File: config.mk
export PLATFORM = sky130hd
export DESIGN_NAME = dmi_diag_map
export DESIGN_NICKNAME = d
export VERILOG_FILES = /design/src/shared/dmi_pkg.sv /design/src/shared/dmi_link_if.sv /design/src/logic/dmi_diag_map.sv /design/src/logic/dmi_i2c_target.sv
export SDC_FILE = /design/constraint.sdc
export NUM_CORES = 1
export LEC_CHECK = 0
export ABC_AREA = 1
export BUFFER_PORTS_ARGS = -buffer_cell sky130_fd_sc_hd__buf_4
export CORE_UTILIZATION = 45
export DETAILED_ROUTE_END_ITERATION = 16
export PLACE_DENSITY = 0.75
export SLEW_MARGIN = 10
export SYNTH_ARGS = -nofsm -noshare
export SYNTH_HDL_FRONTEND = slang
export SYNTH_HIERARCHICAL = 1
export SYNTH_SLANG_ARGS = --single-unit
File: constraint.sdc
create_clock -name mclk -period 1.8 [get_ports mclk]
set_input_delay 0.09 -clock mclk [delete_from_list [all_inputs] [get_ports mclk]]
set_output_delay 0.09 -clock mclk [all_outputs]
set_load 0.02 [all_outputs]
File: src/shared/dmi_pkg.sv
// dmi_pkg: constants shared by the diagnostic map and its serial target.
// assumes a single 20 MHz clock; counts are derived from times below.
package dmi_pkg;

  // clock rate and power-on / settle times
  localparam int unsigned CLK_KHZ     = 20000;
  localparam int unsigned T_SERIAL_MS = 300;
  localparam int unsigned T_DATA_MS   = 1000;
  localparam int unsigned T_INIT_MS   = 300;
  localparam int unsigned T_POWER_MS  = 300;
  localparam int unsigned SERIAL_CYC  = T_SERIAL_MS * CLK_KHZ;
  localparam int unsigned DATA_CYC    = T_DATA_MS * CLK_KHZ;
  localparam int unsigned INIT_CYC    = T_INIT_MS * CLK_KHZ;
  localparam int unsigned POWER_CYC   = T_POWER_MS * CLK_KHZ;
  localparam int unsigned CNT_W       = 25;

  // two-wire device addresses (7 bit)
  localparam logic [6:0] ADDR_ID   = 7'h50;
  localparam logic [6:0] ADDR_DIAG = 7'h51;

  // byte locations
  localparam logic [7:0] REG_MON_TYPE   = 8'h5c;
  localparam logic [7:0] REG_CAPS       = 8'h5d;
  localparam logic [7:0] REG_REV        = 8'h5e;
  localparam logic [7:0] REG_XSUM       = 8'h5f;
  localparam logic [7:0] REG_MEAS_FIRST = 8'h60;
  localparam logic [7:0] REG_MEAS_LAST  = 8'h6d;
  localparam logic [7:0] REG_CTRL       = 8'h6e;
  localparam logic [7:0] REG_PWR        = 8'h76;

  // capability bit positions
  localparam int CAP_FLAGS      = 7;
  localparam int CAP_SOFT_OFF   = 6;
  localparam int CAP_SOFT_FAULT = 5;
  localparam int CAP_SOFT_LOS   = 4;
  localparam int CAP_SOFT_RATE  = 3;
  localparam int CAP_APP_SEL    = 2;
  localparam int CAP_ALT_RATE   = 1;

  // control/status byte bit positions
  localparam int CTRL_SOFT_OFF = 6;
  localparam int CTRL_RATE     = 3;
  localparam int CTRL_FAULT    = 2;
  localparam int CTRL_LOS      = 1;
  localparam int CTRL_READY    = 0;
  localparam int PWR_EN        = 0;
  localparam int PWR_STABLE    = 1;
  localparam int MON_INTERNAL  = 5;
  localparam int MON_EXTERNAL  = 4;

  // fixed contents and reset values
  localparam logic [7:0] MON_TYPE_VAL = 8'h68;
  localparam logic [7:0] CAPS_VAL     = 8'h78;
  localparam logic [7:0] REV_VAL      = 8'h05;
  localparam logic [7:0] XSUM_VAL     =
    8'(MON_TYPE_VAL + CAPS_VAL + REV_VAL);
  localparam logic [7:0] PTR_RST      = 8'h00;
  localparam int unsigned MEAS_N      = 7;

endpackage : dmi_pkg

File: src/shared/dmi_link_if.sv
// dmi_link_if: byte-level handshake between serial target and map.
// assumes both ends share mclk; every strobe is one cycle wide.
`timescale 1ns/1ns
interface dmi_link_if;
  logic       busReady;
  logic       devSel;
  logic       wrByte;
  logic       wrFirst;
  logic [7:0] wrData;
  logic       rdStart;
  logic       rdNext;
  logic [7:0] rdData;
  logic       stopSeen;

  modport engine (input busReady, input rdData, output devSel,
                  output wrByte, output wrFirst, output wrData,
                  output rdStart, output rdNext, output stopSeen);
  modport map    (output busReady, output rdData, input devSel,
                  input wrByte, input wrFirst, input wrData,
                  input rdStart, input rdNext, input stopSeen);
endinterface : dmi_link_if

File: src/logic/dmi_diag_map.sv
// dmi_diag_map: diagnostic register map with soft control and status.
// assumes measurement words, fault and signal-loss levels arrive
// synchronous to mclk; the host clocks the two-wire bus.
`timescale 1ns/1ns

module dmi_diag_map
  import dmi_pkg::*;
#(
  parameter int unsigned SERIAL_READY_CYC = SERIAL_CYC,
  parameter int unsigned DATA_READY_CYC   = DATA_CYC,
  parameter int unsigned TX_INIT_CYC      = INIT_CYC,
  parameter int unsigned POWER_STABLE_CYC = POWER_CYC
)
(
  input  wire logic                     mclk,
  input  wire logic                     rst_n,
  input  wire logic                     sclIn,
  input  wire logic                     sdaIn,
  output logic                          sdaOut,
  output logic                          sdaOe,
  input  wire logic [MEAS_N-1:0][15:0]  measIn,
  input  wire logic                     txFaultIn,
  input  wire logic                     receiveSignalLost,
  output logic                          txDisable,
  output logic                          rateSelect,
  output logic                          powerLevelHigh
);

  typedef struct packed {
    logic [7:0]               ptr;
    logic [MEAS_N-1:0][15:0]  snap;
    logic [7:0]               rdData;
    logic                     softOff;
    logic                     rateSel;
    logic                     pwrEn;
    logic                     offCmt;
    logic                     rateCmt;
    logic                     pwrCmt;
    logic                     faultLatch;
    logic                     losStat;
    logic [CNT_W-1:0]         porCnt;
    logic [CNT_W-1:0]         initCnt;
    logic [CNT_W-1:0]         pwrCnt;
    logic                     busReady;
    logic                     dataReady;
    logic                     initDone;
    logic                     pwrStable;
    logic                     txOff;
    logic                     rateOut;
    logic                     pwrOut;
  } dmi_map_s;

  localparam logic [CNT_W-1:0] SERIAL_LIM = CNT_W'(SERIAL_READY_CYC);
  localparam logic [CNT_W-1:0] DATA_LIM   = CNT_W'(DATA_READY_CYC);
  localparam logic [CNT_W-1:0] INIT_LIM   = CNT_W'(TX_INIT_CYC);
  localparam logic [CNT_W-1:0] POWER_LIM  = CNT_W'(POWER_STABLE_CYC);

  dmi_map_s   map_reg;
  dmi_map_s   map_next;
  dmi_link_if lnk ();

  // byte seen by the host at the current pointer
  function automatic logic [7:0] read_byte(input dmi_map_s s,
                                           input logic diag);
    logic [7:0]  rel;
    logic [15:0] word;
    rel  = 8'(s.ptr - REG_MEAS_FIRST);
    word = s.snap[rel[3:1]];
    read_byte = 8'h00;
    if (!diag) begin
      case (s.ptr)
        REG_MON_TYPE: read_byte = MON_TYPE_VAL;
        REG_CAPS:     read_byte = CAPS_VAL;
        REG_REV:      read_byte = REV_VAL;
        REG_XSUM:     read_byte = XSUM_VAL;
        default:      read_byte = 8'h00;
      endcase
    end else if (s.ptr >= REG_MEAS_FIRST && s.ptr <= REG_MEAS_LAST) begin
      // high byte at the even location; words pass through untouched,
      // so any threshold comparison shares this exact encoding
      read_byte = rel[0] ? word[7:0] : word[15:8];
    end else if (s.ptr == REG_CTRL) begin
      read_byte                = 8'h00;
      read_byte[CTRL_SOFT_OFF] = s.softOff;
      read_byte[CTRL_RATE]     = s.rateSel;
      read_byte[CTRL_FAULT]    = s.faultLatch & CAPS_VAL[CAP_SOFT_FAULT];
      read_byte[CTRL_LOS]      = s.losStat;
      read_byte[CTRL_READY]    = s.dataReady;
    end else if (s.ptr == REG_PWR) begin
      read_byte             = 8'h00;
      read_byte[PWR_EN]     = s.pwrEn;
      read_byte[PWR_STABLE] = s.pwrStable;
    end
  endfunction : read_byte

  // serial target: address match, shifting and acknowledge
  dmi_i2c_target u_target (
    .mclk  (mclk),
    .rst_n (rst_n),
    .sclIn (sclIn),
    .sdaIn (sdaIn),
    .sdaOe (sdaOe),
    .lnk   (lnk.engine)
  );

  // next-state logic for pointer, controls, status and timers
  always_comb begin
    map_next = map_reg;

    // pointer: first written byte loads it, every later byte advances it
    if (lnk.wrByte) begin
      if (lnk.wrFirst) begin
        map_next.ptr = lnk.wrData;
      end else begin
        if (lnk.devSel && map_reg.ptr == REG_CTRL) begin
          map_next.softOff = lnk.wrData[CTRL_SOFT_OFF];
          map_next.rateSel = lnk.wrData[CTRL_RATE];
        end
        if (lnk.devSel && map_reg.ptr == REG_PWR) begin
          map_next.pwrEn = lnk.wrData[PWR_EN];
        end
        map_next.ptr = map_reg.ptr + 8'h01;
      end
    end else if (lnk.rdNext) begin
      map_next.ptr = map_reg.ptr + 8'h01;
    end

    // freeze all words at the read address so a word never tears
    if (lnk.rdStart) begin
      map_next.snap = measIn;
    end
    map_next.rdData = read_byte(map_reg, lnk.devSel);

    // written controls take effect only once the write is closed;
    // stored bits stay readable whatever the capability says
    if (lnk.stopSeen) begin
      map_next.offCmt  = map_reg.softOff;
      map_next.rateCmt = map_reg.rateSel;
      map_next.pwrCmt  = map_reg.pwrEn;
      // releasing soft off clears a latched fault and re-inits
      if (CAPS_VAL[CAP_SOFT_OFF] && map_reg.offCmt && !map_reg.softOff
          && map_reg.faultLatch) begin
        map_next.faultLatch = 1'b0;
        map_next.initDone   = 1'b0;
        map_next.initCnt    = '0;
      end
    end

    // a fault in the clearing cycle wins over the clear
    if (txFaultIn) begin
      map_next.faultLatch = 1'b1;
    end
    map_next.losStat = receiveSignalLost & CAPS_VAL[CAP_SOFT_LOS];

    // power-on count saturates at the data-ready limit
    if (map_reg.porCnt < DATA_LIM) begin
      map_next.porCnt = map_reg.porCnt + 1'b1;
    end
    map_next.busReady  = map_reg.porCnt >= SERIAL_LIM;
    map_next.dataReady = map_reg.porCnt >= DATA_LIM;

    // transmitter held dark until its init time has run
    if (!map_reg.initDone) begin
      if (map_reg.initCnt >= INIT_LIM) begin
        map_next.initDone = 1'b1;
      end else begin
        map_next.initCnt = map_reg.initCnt + 1'b1;
      end
    end

    // higher power level settles before it is reported stable
    if (!map_reg.pwrCmt) begin
      map_next.pwrCnt    = '0;
      map_next.pwrStable = 1'b0;
    end else if (map_reg.pwrCnt >= POWER_LIM) begin
      map_next.pwrStable = 1'b1;
    end else begin
      map_next.pwrCnt = map_reg.pwrCnt + 1'b1;
    end

    // outputs react within two cycles of the commit, far inside the 100 ms
    // window and the 1 ms bandwidth target, except txDisable after a fault-clearing release, which waits out the init time
    map_next.txOff   = ~map_reg.initDone |
                       (map_reg.offCmt & CAPS_VAL[CAP_SOFT_OFF]);
    map_next.rateOut = map_reg.rateCmt &
                       CAPS_VAL[CAP_SOFT_RATE];
    map_next.pwrOut  = map_reg.pwrCmt;
  end

  // state register; transmitter off from reset until init completes
  always_ff @(posedge mclk or negedge rst_n) begin
    if (!rst_n) begin
      map_reg       <= '0;
      map_reg.ptr   <= PTR_RST;
      map_reg.txOff <= 1'b1;
    end else begin
      map_reg <= map_next;
    end
  end

  assign lnk.busReady   = map_reg.busReady;
  assign lnk.rdData     = map_reg.rdData;
  assign sdaOut         = 1'b0; // open drain: only ever pulls low
  assign txDisable      = map_reg.txOff;
  assign rateSelect     = map_reg.rateOut;
  assign powerLevelHigh = map_reg.pwrOut;

endmodule : dmi_diag_map

File: src/logic/dmi_i2c_target.sv
// dmi_i2c_target: two-wire bus target, byte shifter and acknowledge.
// assumes scl/sda already synchronous to mclk; sda is open drain.
`timescale 1ns/1ns
module dmi_i2c_target
  import dmi_pkg::*;
(
  input  wire logic mclk,
  input  wire logic rst_n,
  input  wire logic sclIn,
  input  wire logic sdaIn,
  output logic      sdaOe,
  dmi_link_if.engine lnk
);

  typedef enum logic [2:0] {
    ST_IDLE, ST_ADDR, ST_AACK, ST_WRITE, ST_WACK, ST_READ, ST_RACK
  } dmi_tgt_state_e;

  typedef struct packed {
    dmi_tgt_state_e st;
    logic           sclPrev;
    logic           sdaPrev;
    logic [7:0]     shift;
    logic [3:0]     bitCnt;
    logic           rw;
    logic           first;
    logic           oe;
    logic           devSel;
    logic           wrByte;
    logic           rdStart;
    logic           rdNext;
    logic           stopSeen;
  } dmi_tgt_s;

  dmi_tgt_s tgt_reg;
  dmi_tgt_s tgt_next;
  logic     sclRise;
  logic     sclFall;
  logic     startCond;
  logic     stopCond;

  // 200 samples per bit at 100 kHz, 50 at 400 kHz: edges never missed
  assign sclRise   = sclIn & ~tgt_reg.sclPrev;
  assign sclFall   = ~sclIn & tgt_reg.sclPrev;
  assign startCond = sclIn & tgt_reg.sclPrev & tgt_reg.sdaPrev & ~sdaIn;
  assign stopCond  = sclIn & tgt_reg.sclPrev & ~tgt_reg.sdaPrev & sdaIn;

  // protocol sequencing; sda only changes while scl is low
  always_comb begin
    tgt_next          = tgt_reg;
    tgt_next.wrByte   = 1'b0;
    tgt_next.rdStart  = 1'b0;
    tgt_next.rdNext   = 1'b0;
    tgt_next.stopSeen = 1'b0;
    tgt_next.sclPrev  = sclIn;
    tgt_next.sdaPrev  = sdaIn;
    if (stopCond) begin
      tgt_next.st       = ST_IDLE;
      tgt_next.oe       = 1'b0;
      tgt_next.stopSeen = 1'b1;
    end else if (startCond) begin
      // no start is honoured until the bus is declared ready
      tgt_next.st     = lnk.busReady ? ST_ADDR : ST_IDLE;
      tgt_next.bitCnt = 4'h0;
      tgt_next.oe     = 1'b0;
    end else begin
      case (tgt_reg.st)
        ST_ADDR, ST_WRITE: begin
          if (sclRise && tgt_reg.bitCnt < 4'h8) begin
            tgt_next.shift  = {tgt_reg.shift[6:0], sdaIn};
            tgt_next.bitCnt = tgt_reg.bitCnt + 4'h1;
          end else if (sclFall && tgt_reg.bitCnt == 4'h8) begin
            if (tgt_reg.st == ST_WRITE) begin
              tgt_next.oe     = 1'b1;
              tgt_next.st     = ST_WACK;
              tgt_next.wrByte = 1'b1;
            end else if (tgt_reg.shift[7:1] == ADDR_ID ||
                         tgt_reg.shift[7:1] == ADDR_DIAG) begin
              tgt_next.oe      = 1'b1;
              tgt_next.st      = ST_AACK;
              tgt_next.rw      = tgt_reg.shift[0];
              tgt_next.devSel  = tgt_reg.shift[1];
              tgt_next.first   = 1'b1;
              tgt_next.rdStart = tgt_reg.shift[0];
            end else begin
              tgt_next.st = ST_IDLE;
            end
          end
        end
        ST_AACK, ST_WACK: begin
          if (sclFall) begin
            if (tgt_reg.st == ST_AACK && tgt_reg.rw) begin
              tgt_next.oe     = ~lnk.rdData[7];
              tgt_next.shift  = {lnk.rdData[6:0], 1'b1};
              tgt_next.bitCnt = 4'h1;
              tgt_next.rdNext = 1'b1;
              tgt_next.st     = ST_READ;
            end else begin
              tgt_next.oe     = 1'b0;
              tgt_next.st     = ST_WRITE;
              tgt_next.bitCnt = 4'h0;
              tgt_next.first  = (tgt_reg.st == ST_AACK);
            end
          end
        end
        ST_READ: begin
          if (sclFall) begin
            if (tgt_reg.bitCnt == 4'h8) begin
              tgt_next.oe = 1'b0;
              tgt_next.st = ST_RACK;
            end else begin
              tgt_next.oe     = ~tgt_reg.shift[7];
              tgt_next.shift  = {tgt_reg.shift[6:0], 1'b1};
              tgt_next.bitCnt = tgt_reg.bitCnt + 4'h1;
            end
          end
        end
        ST_RACK: begin
          // a nack from the host ends the read; it then sends stop
          if (sclRise && sdaIn) begin
            tgt_next.st = ST_IDLE;
          end else if (sclFall) begin
            tgt_next.oe     = ~lnk.rdData[7];
            tgt_next.shift  = {lnk.rdData[6:0], 1'b1};
            tgt_next.bitCnt = 4'h1;
            tgt_next.rdNext = 1'b1;
            tgt_next.st     = ST_READ;
          end
        end
        default: tgt_next.st = ST_IDLE;
      endcase
    end
  end

  // state register
  always_ff @(posedge mclk or negedge rst_n) begin
    if (!rst_n) begin
      tgt_reg         <= '0;
      tgt_reg.st      <= ST_IDLE;
      tgt_reg.sclPrev <= 1'b1;
      tgt_reg.sdaPrev <= 1'b1;
    end else begin
      tgt_reg <= tgt_next;
    end
  end

  assign sdaOe        = tgt_reg.oe;
  assign lnk.devSel   = tgt_reg.devSel;
  assign lnk.wrByte   = tgt_reg.wrByte;
  assign lnk.wrFirst  = tgt_reg.first;
  assign lnk.wrData   = tgt_reg.shift;
  assign lnk.rdStart  = tgt_reg.rdStart;
  assign lnk.rdNext   = tgt_reg.rdNext;
  assign lnk.stopSeen = tgt_reg.stopSeen;

endmodule : dmi_i2c_target

# Word level (Yosys, flattened, before mapping)
# Index checks and enable logic that the tools add are counted.
# word_totals
regBits	243
input_bits	118
wordCells	227
# op_classes
n_addsub	6
magnitude_cmp	9
n_eq_ne	44
muxes	79
n_bitwise	20
n_reduce_logical	29
# ops
op	n
25-bit two-way mux	6
25-bit by 1-bit adder with 25-bit output, second input constant	3
25-bit by 23-bit greater-or-equal comparator with 1-bit output, second input constant	3
12-bit two-way mux	6
8-bit two-way mux	7
16-bit binary-select mux with 3-bit select	1
8-bit by 7-bit equality test with 1-bit output, second input constant	6
12-bit one-hot mux with 4 select lines	1
3-bit two-way mux	14
8-bit one-hot mux with 4 select lines	1
1-bit two-way mux	30
25-bit greater-or-equal comparator, second input constant	1
25-bit less-than comparator, second input constant	1
4-bit by 1-bit inequality test with 1-bit output, second input constant	5
16-bit two-way mux	1
2-bit by 1-bit inequality test with 1-bit output, second input constant	8
8-bit AND reduction	2
7-bit equality test, second input constant	2
2-bit inequality test, second input constant	6
3-bit by 1-bit inequality test with 1-bit output, second input constant	4
1-bit inverter	12
3-bit one-hot mux with 4 select lines	1
5-bit two-way mux	2
5-bit by 1-bit inequality test with 1-bit output, second input constant	2
34 further kinds	62

# Logic depth before layout (Yosys ltp)
# logic_depth
depth_word	9
ltp_mapped	13
mapped_depth_nobuf	11

# Modules after synthesis
# Netlist, hierarchy kept.
# by_module_without_submodules
mod	instances	cells_each	area_each_um2	seq_area_each_um2
dmi_diag_map	1	1587	11984.0	5456.5
dmi_i2c_target	1	234	1712.9	628.1

# Worst setup path after synthesis
# No wires, ideal clock.
# synth_path
kind	reg2reg
startpoint	register map_reg[211] in the netlist's numbering
endpoint	register map_reg (netlist bit lnk.rdData[0])
setup_ns	0.124
t_arrival_ns	1.604
path_slack_ns	0.071
stages_incl_launch_ff	14
synth_period_minus_slack_ns	1.729
cell_sequence	dfrtp_1 buf_2 inv_2 buf_2 ha_1 inv_1 nor2_1 nand2_1 nand2_1 nand2_2 inv_2 nand3_1 nand2_1 nand2_1
# synth_lines
item	line	source
from (decl)	dmi_diag_map.sv:58	dmi_map_s map_reg;
from (signal assigned)	dmi_diag_map.sv:197	map_reg <= map_next;

==> results by stage <==
Outcome:
- The run finished with clean final reports.

GRT:
- The first global-routing pass estimated roughly 63000 um of wire.
- The number of global-route vias before repair is between 10000 and 15000.
- For this run, the total global-route usage over all layers was measured as 0.250.
- The initial antenna violation count is 2.
- Global routing finished with a remaining overflow of 0.
- Entering global routing, the biggest net connects a little under 80 pins.

Setup path:
- The data arrival time of the critical path is 2.15 ns.
- STA classifies the critical path startpoint as a register.
- STA classifies the critical path endpoint as a register.
- The beginning of the worst register-to-register path is map_reg[210]$_DFFE_PN0P_.
- The setup slack on the worst flop-to-flop path is 0.06 ns.
- The launching instance or port of the critical path is map_reg[210]$_DFFE_PN0P_.
- The data required time of the worst path is about 2.2 ns.
- The depth of the most critical reg-to-reg path is 11.
- The category of the critical setup timing path is register to register.
- In this run the critical register-to-register path is captured at lnk.rdData[0]$_DFF_PN0_.
- The maximum fanout encountered on the critical timing path is 7.

Placement:
- The number of I/O port buffers is around 120.
- The routability congestion estimate from global placement is 0.929.
- Once placement completed, the tool counted placed cells totaling about 2300.
- The post-placement cell area is between 15000 and 20000 um^2.
- The wire-length estimate of the detail-placed layout is between 20000 and 30000 um.

Logic synthesis:
- The post-synthesis instance area is 13700 um^2.
- The async set or reset register ratio after synthesis is 1.00.
- The number of nets in the synthesized netlist is between 1500 and 2000.
- The flip-flop and latch count after synthesis is 243.
- The dominant cell by count in the synthesized netlist is nand2_1.
- The number of enable flip-flop cells after synthesis is 0.
- The cell taking the most area after synthesis is dfrtp_1.
- The share of Yosys cell area claimed by the top area cell type is 0.438.
- The number of synthesis warnings is 6.
- The share of the Yosys chip area taken by registers is 0.444.
- The count of distinct cell types in the synthesized netlist is 48.
- In the post-synthesis netlist, the biggest area contributors are dfrtp_1 44%, nand2_1 17%, nand3_1 5.2%.
- In the synthesized netlist the dominant register cell turns out to be dfrtp_1.
- A synthesized cell averages ~7.5 um^2.
- The gate count after technology mapping is approximately 1800.
- After synthesis, the most frequently instantiated cells are 603 x nand2_1, 240 x dfrtp_1, 188 x inv_1, 144 x nor2_1, 142 x nand3_1.

Detailed routing:
- The number of antenna-violating nets in the routed design is 0.
- The number of vias in the routed layout is roughly 13000.
- The violation count after the first detailed-route iteration is just under 1000.
- The number of design rule violations left after detail routing is 0.
- Dividing the detail-routed wire length by the instance count gives between 15 and 20 um.
- The first TritonRoute pass finished after 5 iterations.
- The routed design has 37900 um of wire.
- The via density per instance is 5.20.

STA:
- The number of pins with negative max-slew slack in the final report is 0.
- Subtracting the final worst setup slack from the clock period gives between 1.5 and 2 ns.
- In the finished design, the share of the clock period the worst path needs comes to 0.964.
- Setup violations remaining at the end of the flow were counted as 0.
- The fmax is roughly 580 MHz.
- The count of final hold-check violations is 0.
- On the final layout, the worst clock skew is ~0.016 ns.
- The total negative setup slack is 0 ns.

Cells and area:
- The layout has about 2600 filler cells.
- At the end of the flow, the number of nets in the layout was between 2000 and 2500.
- In the final layout, flip-flops and latches occupy just over 6000 um^2.
- The area occupied by multi-input gates is around 6400 um^2.
- The layout overhead on the synthesized area is 26.3%.
- The fraction of final layout cells sized beyond drive strength 1 is 0.163.
- The finished layout cell area is around 17000 um^2.
- For this run, the number of standard cells in the final layout without fillers is roughly 2500.
- The register with the most flip-flops in the layout has 204 of them.

Clock tree:
- The clock-pin slew on the worst setup and hold paths is around 0.060 ns.
- The number of levels the H-tree was split into is 1.
- The clock latency at the later pin of the worst-skew pair is approximately 0.56 ns.
- The clock tree from TritonCTS is yes.
- The clock buffer count from CTS is 28.
- The maximum buffer depth of the clock tree is 3.
- CTS placed an instance of clkbuf_16 at the clock tree root.
- The number of sinks handled by clock tree synthesis is 243.

Hold path:
- The type of the most critical hold path is primary input to asynchronous set/reset pin.

Floorplan:
- The standard-cell row count is 63.
- The count of pins on the block boundary is 123.
- The die covers a little over 30000 um^2.
- The height of the die is between 150 and 200 um.
- The placeable core area is around 30000 um^2.
- The initial utilization of the core area, before any placement, comes to 0.460.
- The horizontal die dimension is around 180 um.

Power:
- The worst IR drop on VDD is just over 0.7 mV.
- The cell area power density is roughly 730 nW/um^2.
- The analysis attributes to cell leakage a power of ~8.5 nW.

Job:
- Max-cap violations in this run came to 0.
-- cell type report --
class | count | share of cell area
timing repair buffer | 281 | 0.147
clock buffer | 40 | 0.0477
sequential | 243 | 0.352
clock inverter | 12 | 0.0101
tap | 390 | 0.0282
inverter | 211 | 0.0461
antenna | 1 | 0.000145
multi-input combinational | 1292 | 0.369
-- critical path, cell delays in order, from the launching register on --
cell	delay, ns
dfrtp_1	0.41
buf_4	0.19
ha_1	0.18
inv_1	0.05
nor2_1	0.14
nand2_1	0.08
nand2_1	0.07
nand2_2	0.11
inv_2	0.12
nand3_1	0.11
nand2_1	0.08
nand2_1	0.06
-- layer usage --
layer  GRT usage  up-vias  wire [um]
met1       0.325     6051      16200
met2       0.415      459      17900
met5           0        -          0
met4       0.112        0       1740
li1            -     6213          -
met3      0.0340      126       2080
-- cell usage in the layout (no fill, tap or decap), types with 4 or more instances in the layout --
master	instances
o21ai_1	20
ha_1	13
clkinv_1	4
dlygate4sd3_1	117
nor3_1	10
xnor2_1	17
clkbuf_1	4
mux2i_1	5
o21ai_2	9
buf_4	153
nor2_1	144
nand3b_1	4
nand2_2	23
mux2_2	37
dfrtp_1	237
nand3_1	142
xor2_1	28
inv_1	188
nand3_2	5
inv_2	17
a21oi_1	28
nor2_2	7
nand2_1	603
o21ai_0	126
nor2_4	8
buf_12	10
o211ai_1	13
nand4_1	22
clkbuf_16	28
clkinvlp_4	4
clkbuf_8	8
o22ai_1	4
-- through the flow --
step / worst slack (ns) / hold WS, ns / power (mW) / util
4_1_cts: 0.100 / 0.120 / 12.6 / 0.579
6_report: 0.0649 / 0.118 / 12.6 / 0.580
5_1_grt: -0.00264 / 0.140 / 13.0 / 0.580
3_3_place_gp: 0.181 / -0.0325 / 6.36 / 0.505
3_5_place_dp: 0.134 / -0.0302 / 6.38 / 0.505
2_1_floorplan: 0.0712 / -0.206 / 5.98 / -
-- worst max-delay path by stage --
stage	endpoint	slack [ns]	depth (start not counted)
finish	lnk.rdData[0]$_DFF_PN0_	0.06	11
global route	lnk.rdData[0]$_DFF_PN0_	-0.003	11
CTS	lnk.rdData[0]$_DFF_PN0_	0.10	11
detailed placement	lnk.rdData[4]$_DFF_PN0_	0.13	9
global placement	lnk.rdData[1]$_DFF_PN0_	0.18	8
floorplan	lnk.rdData[0]$_DFF_PN0_	0.07	13
-- cell families after synthesis --
kind of cell / count (synthesis) / share of synthesized area
AOI/OAI and AO/OA: 208 / 0.0838
muxes: 42 / 0.0341
buffers and inverters: 286 / 0.0904
adders and majority gates: 13 / 0.0119
and+or+nand+nor: 983 / 0.307
other: 1 / 0.000274
xor gates and xnor gates: 45 / 0.0288
DFF: 243 / 0.444
-- repair_timing --
action / CTS / global route
hold buffers: 118 / 0
setup buffers: 0 / 4
hold endpoints to repair: 363 / 0
endpoints found under the setup margin: 0 / 6
gates resized for setup: 0 / 4
-- power breakdown --
group	total (mW)	internal, mW	leakage [nW]	switching [mW]
logic	0.937	0.507	5.09	0.430
registers	5.63	5.53	2.94	0.0914
clock network	6.01	3.64	0.478	2.37
Power figures use the tool's default switching activity.
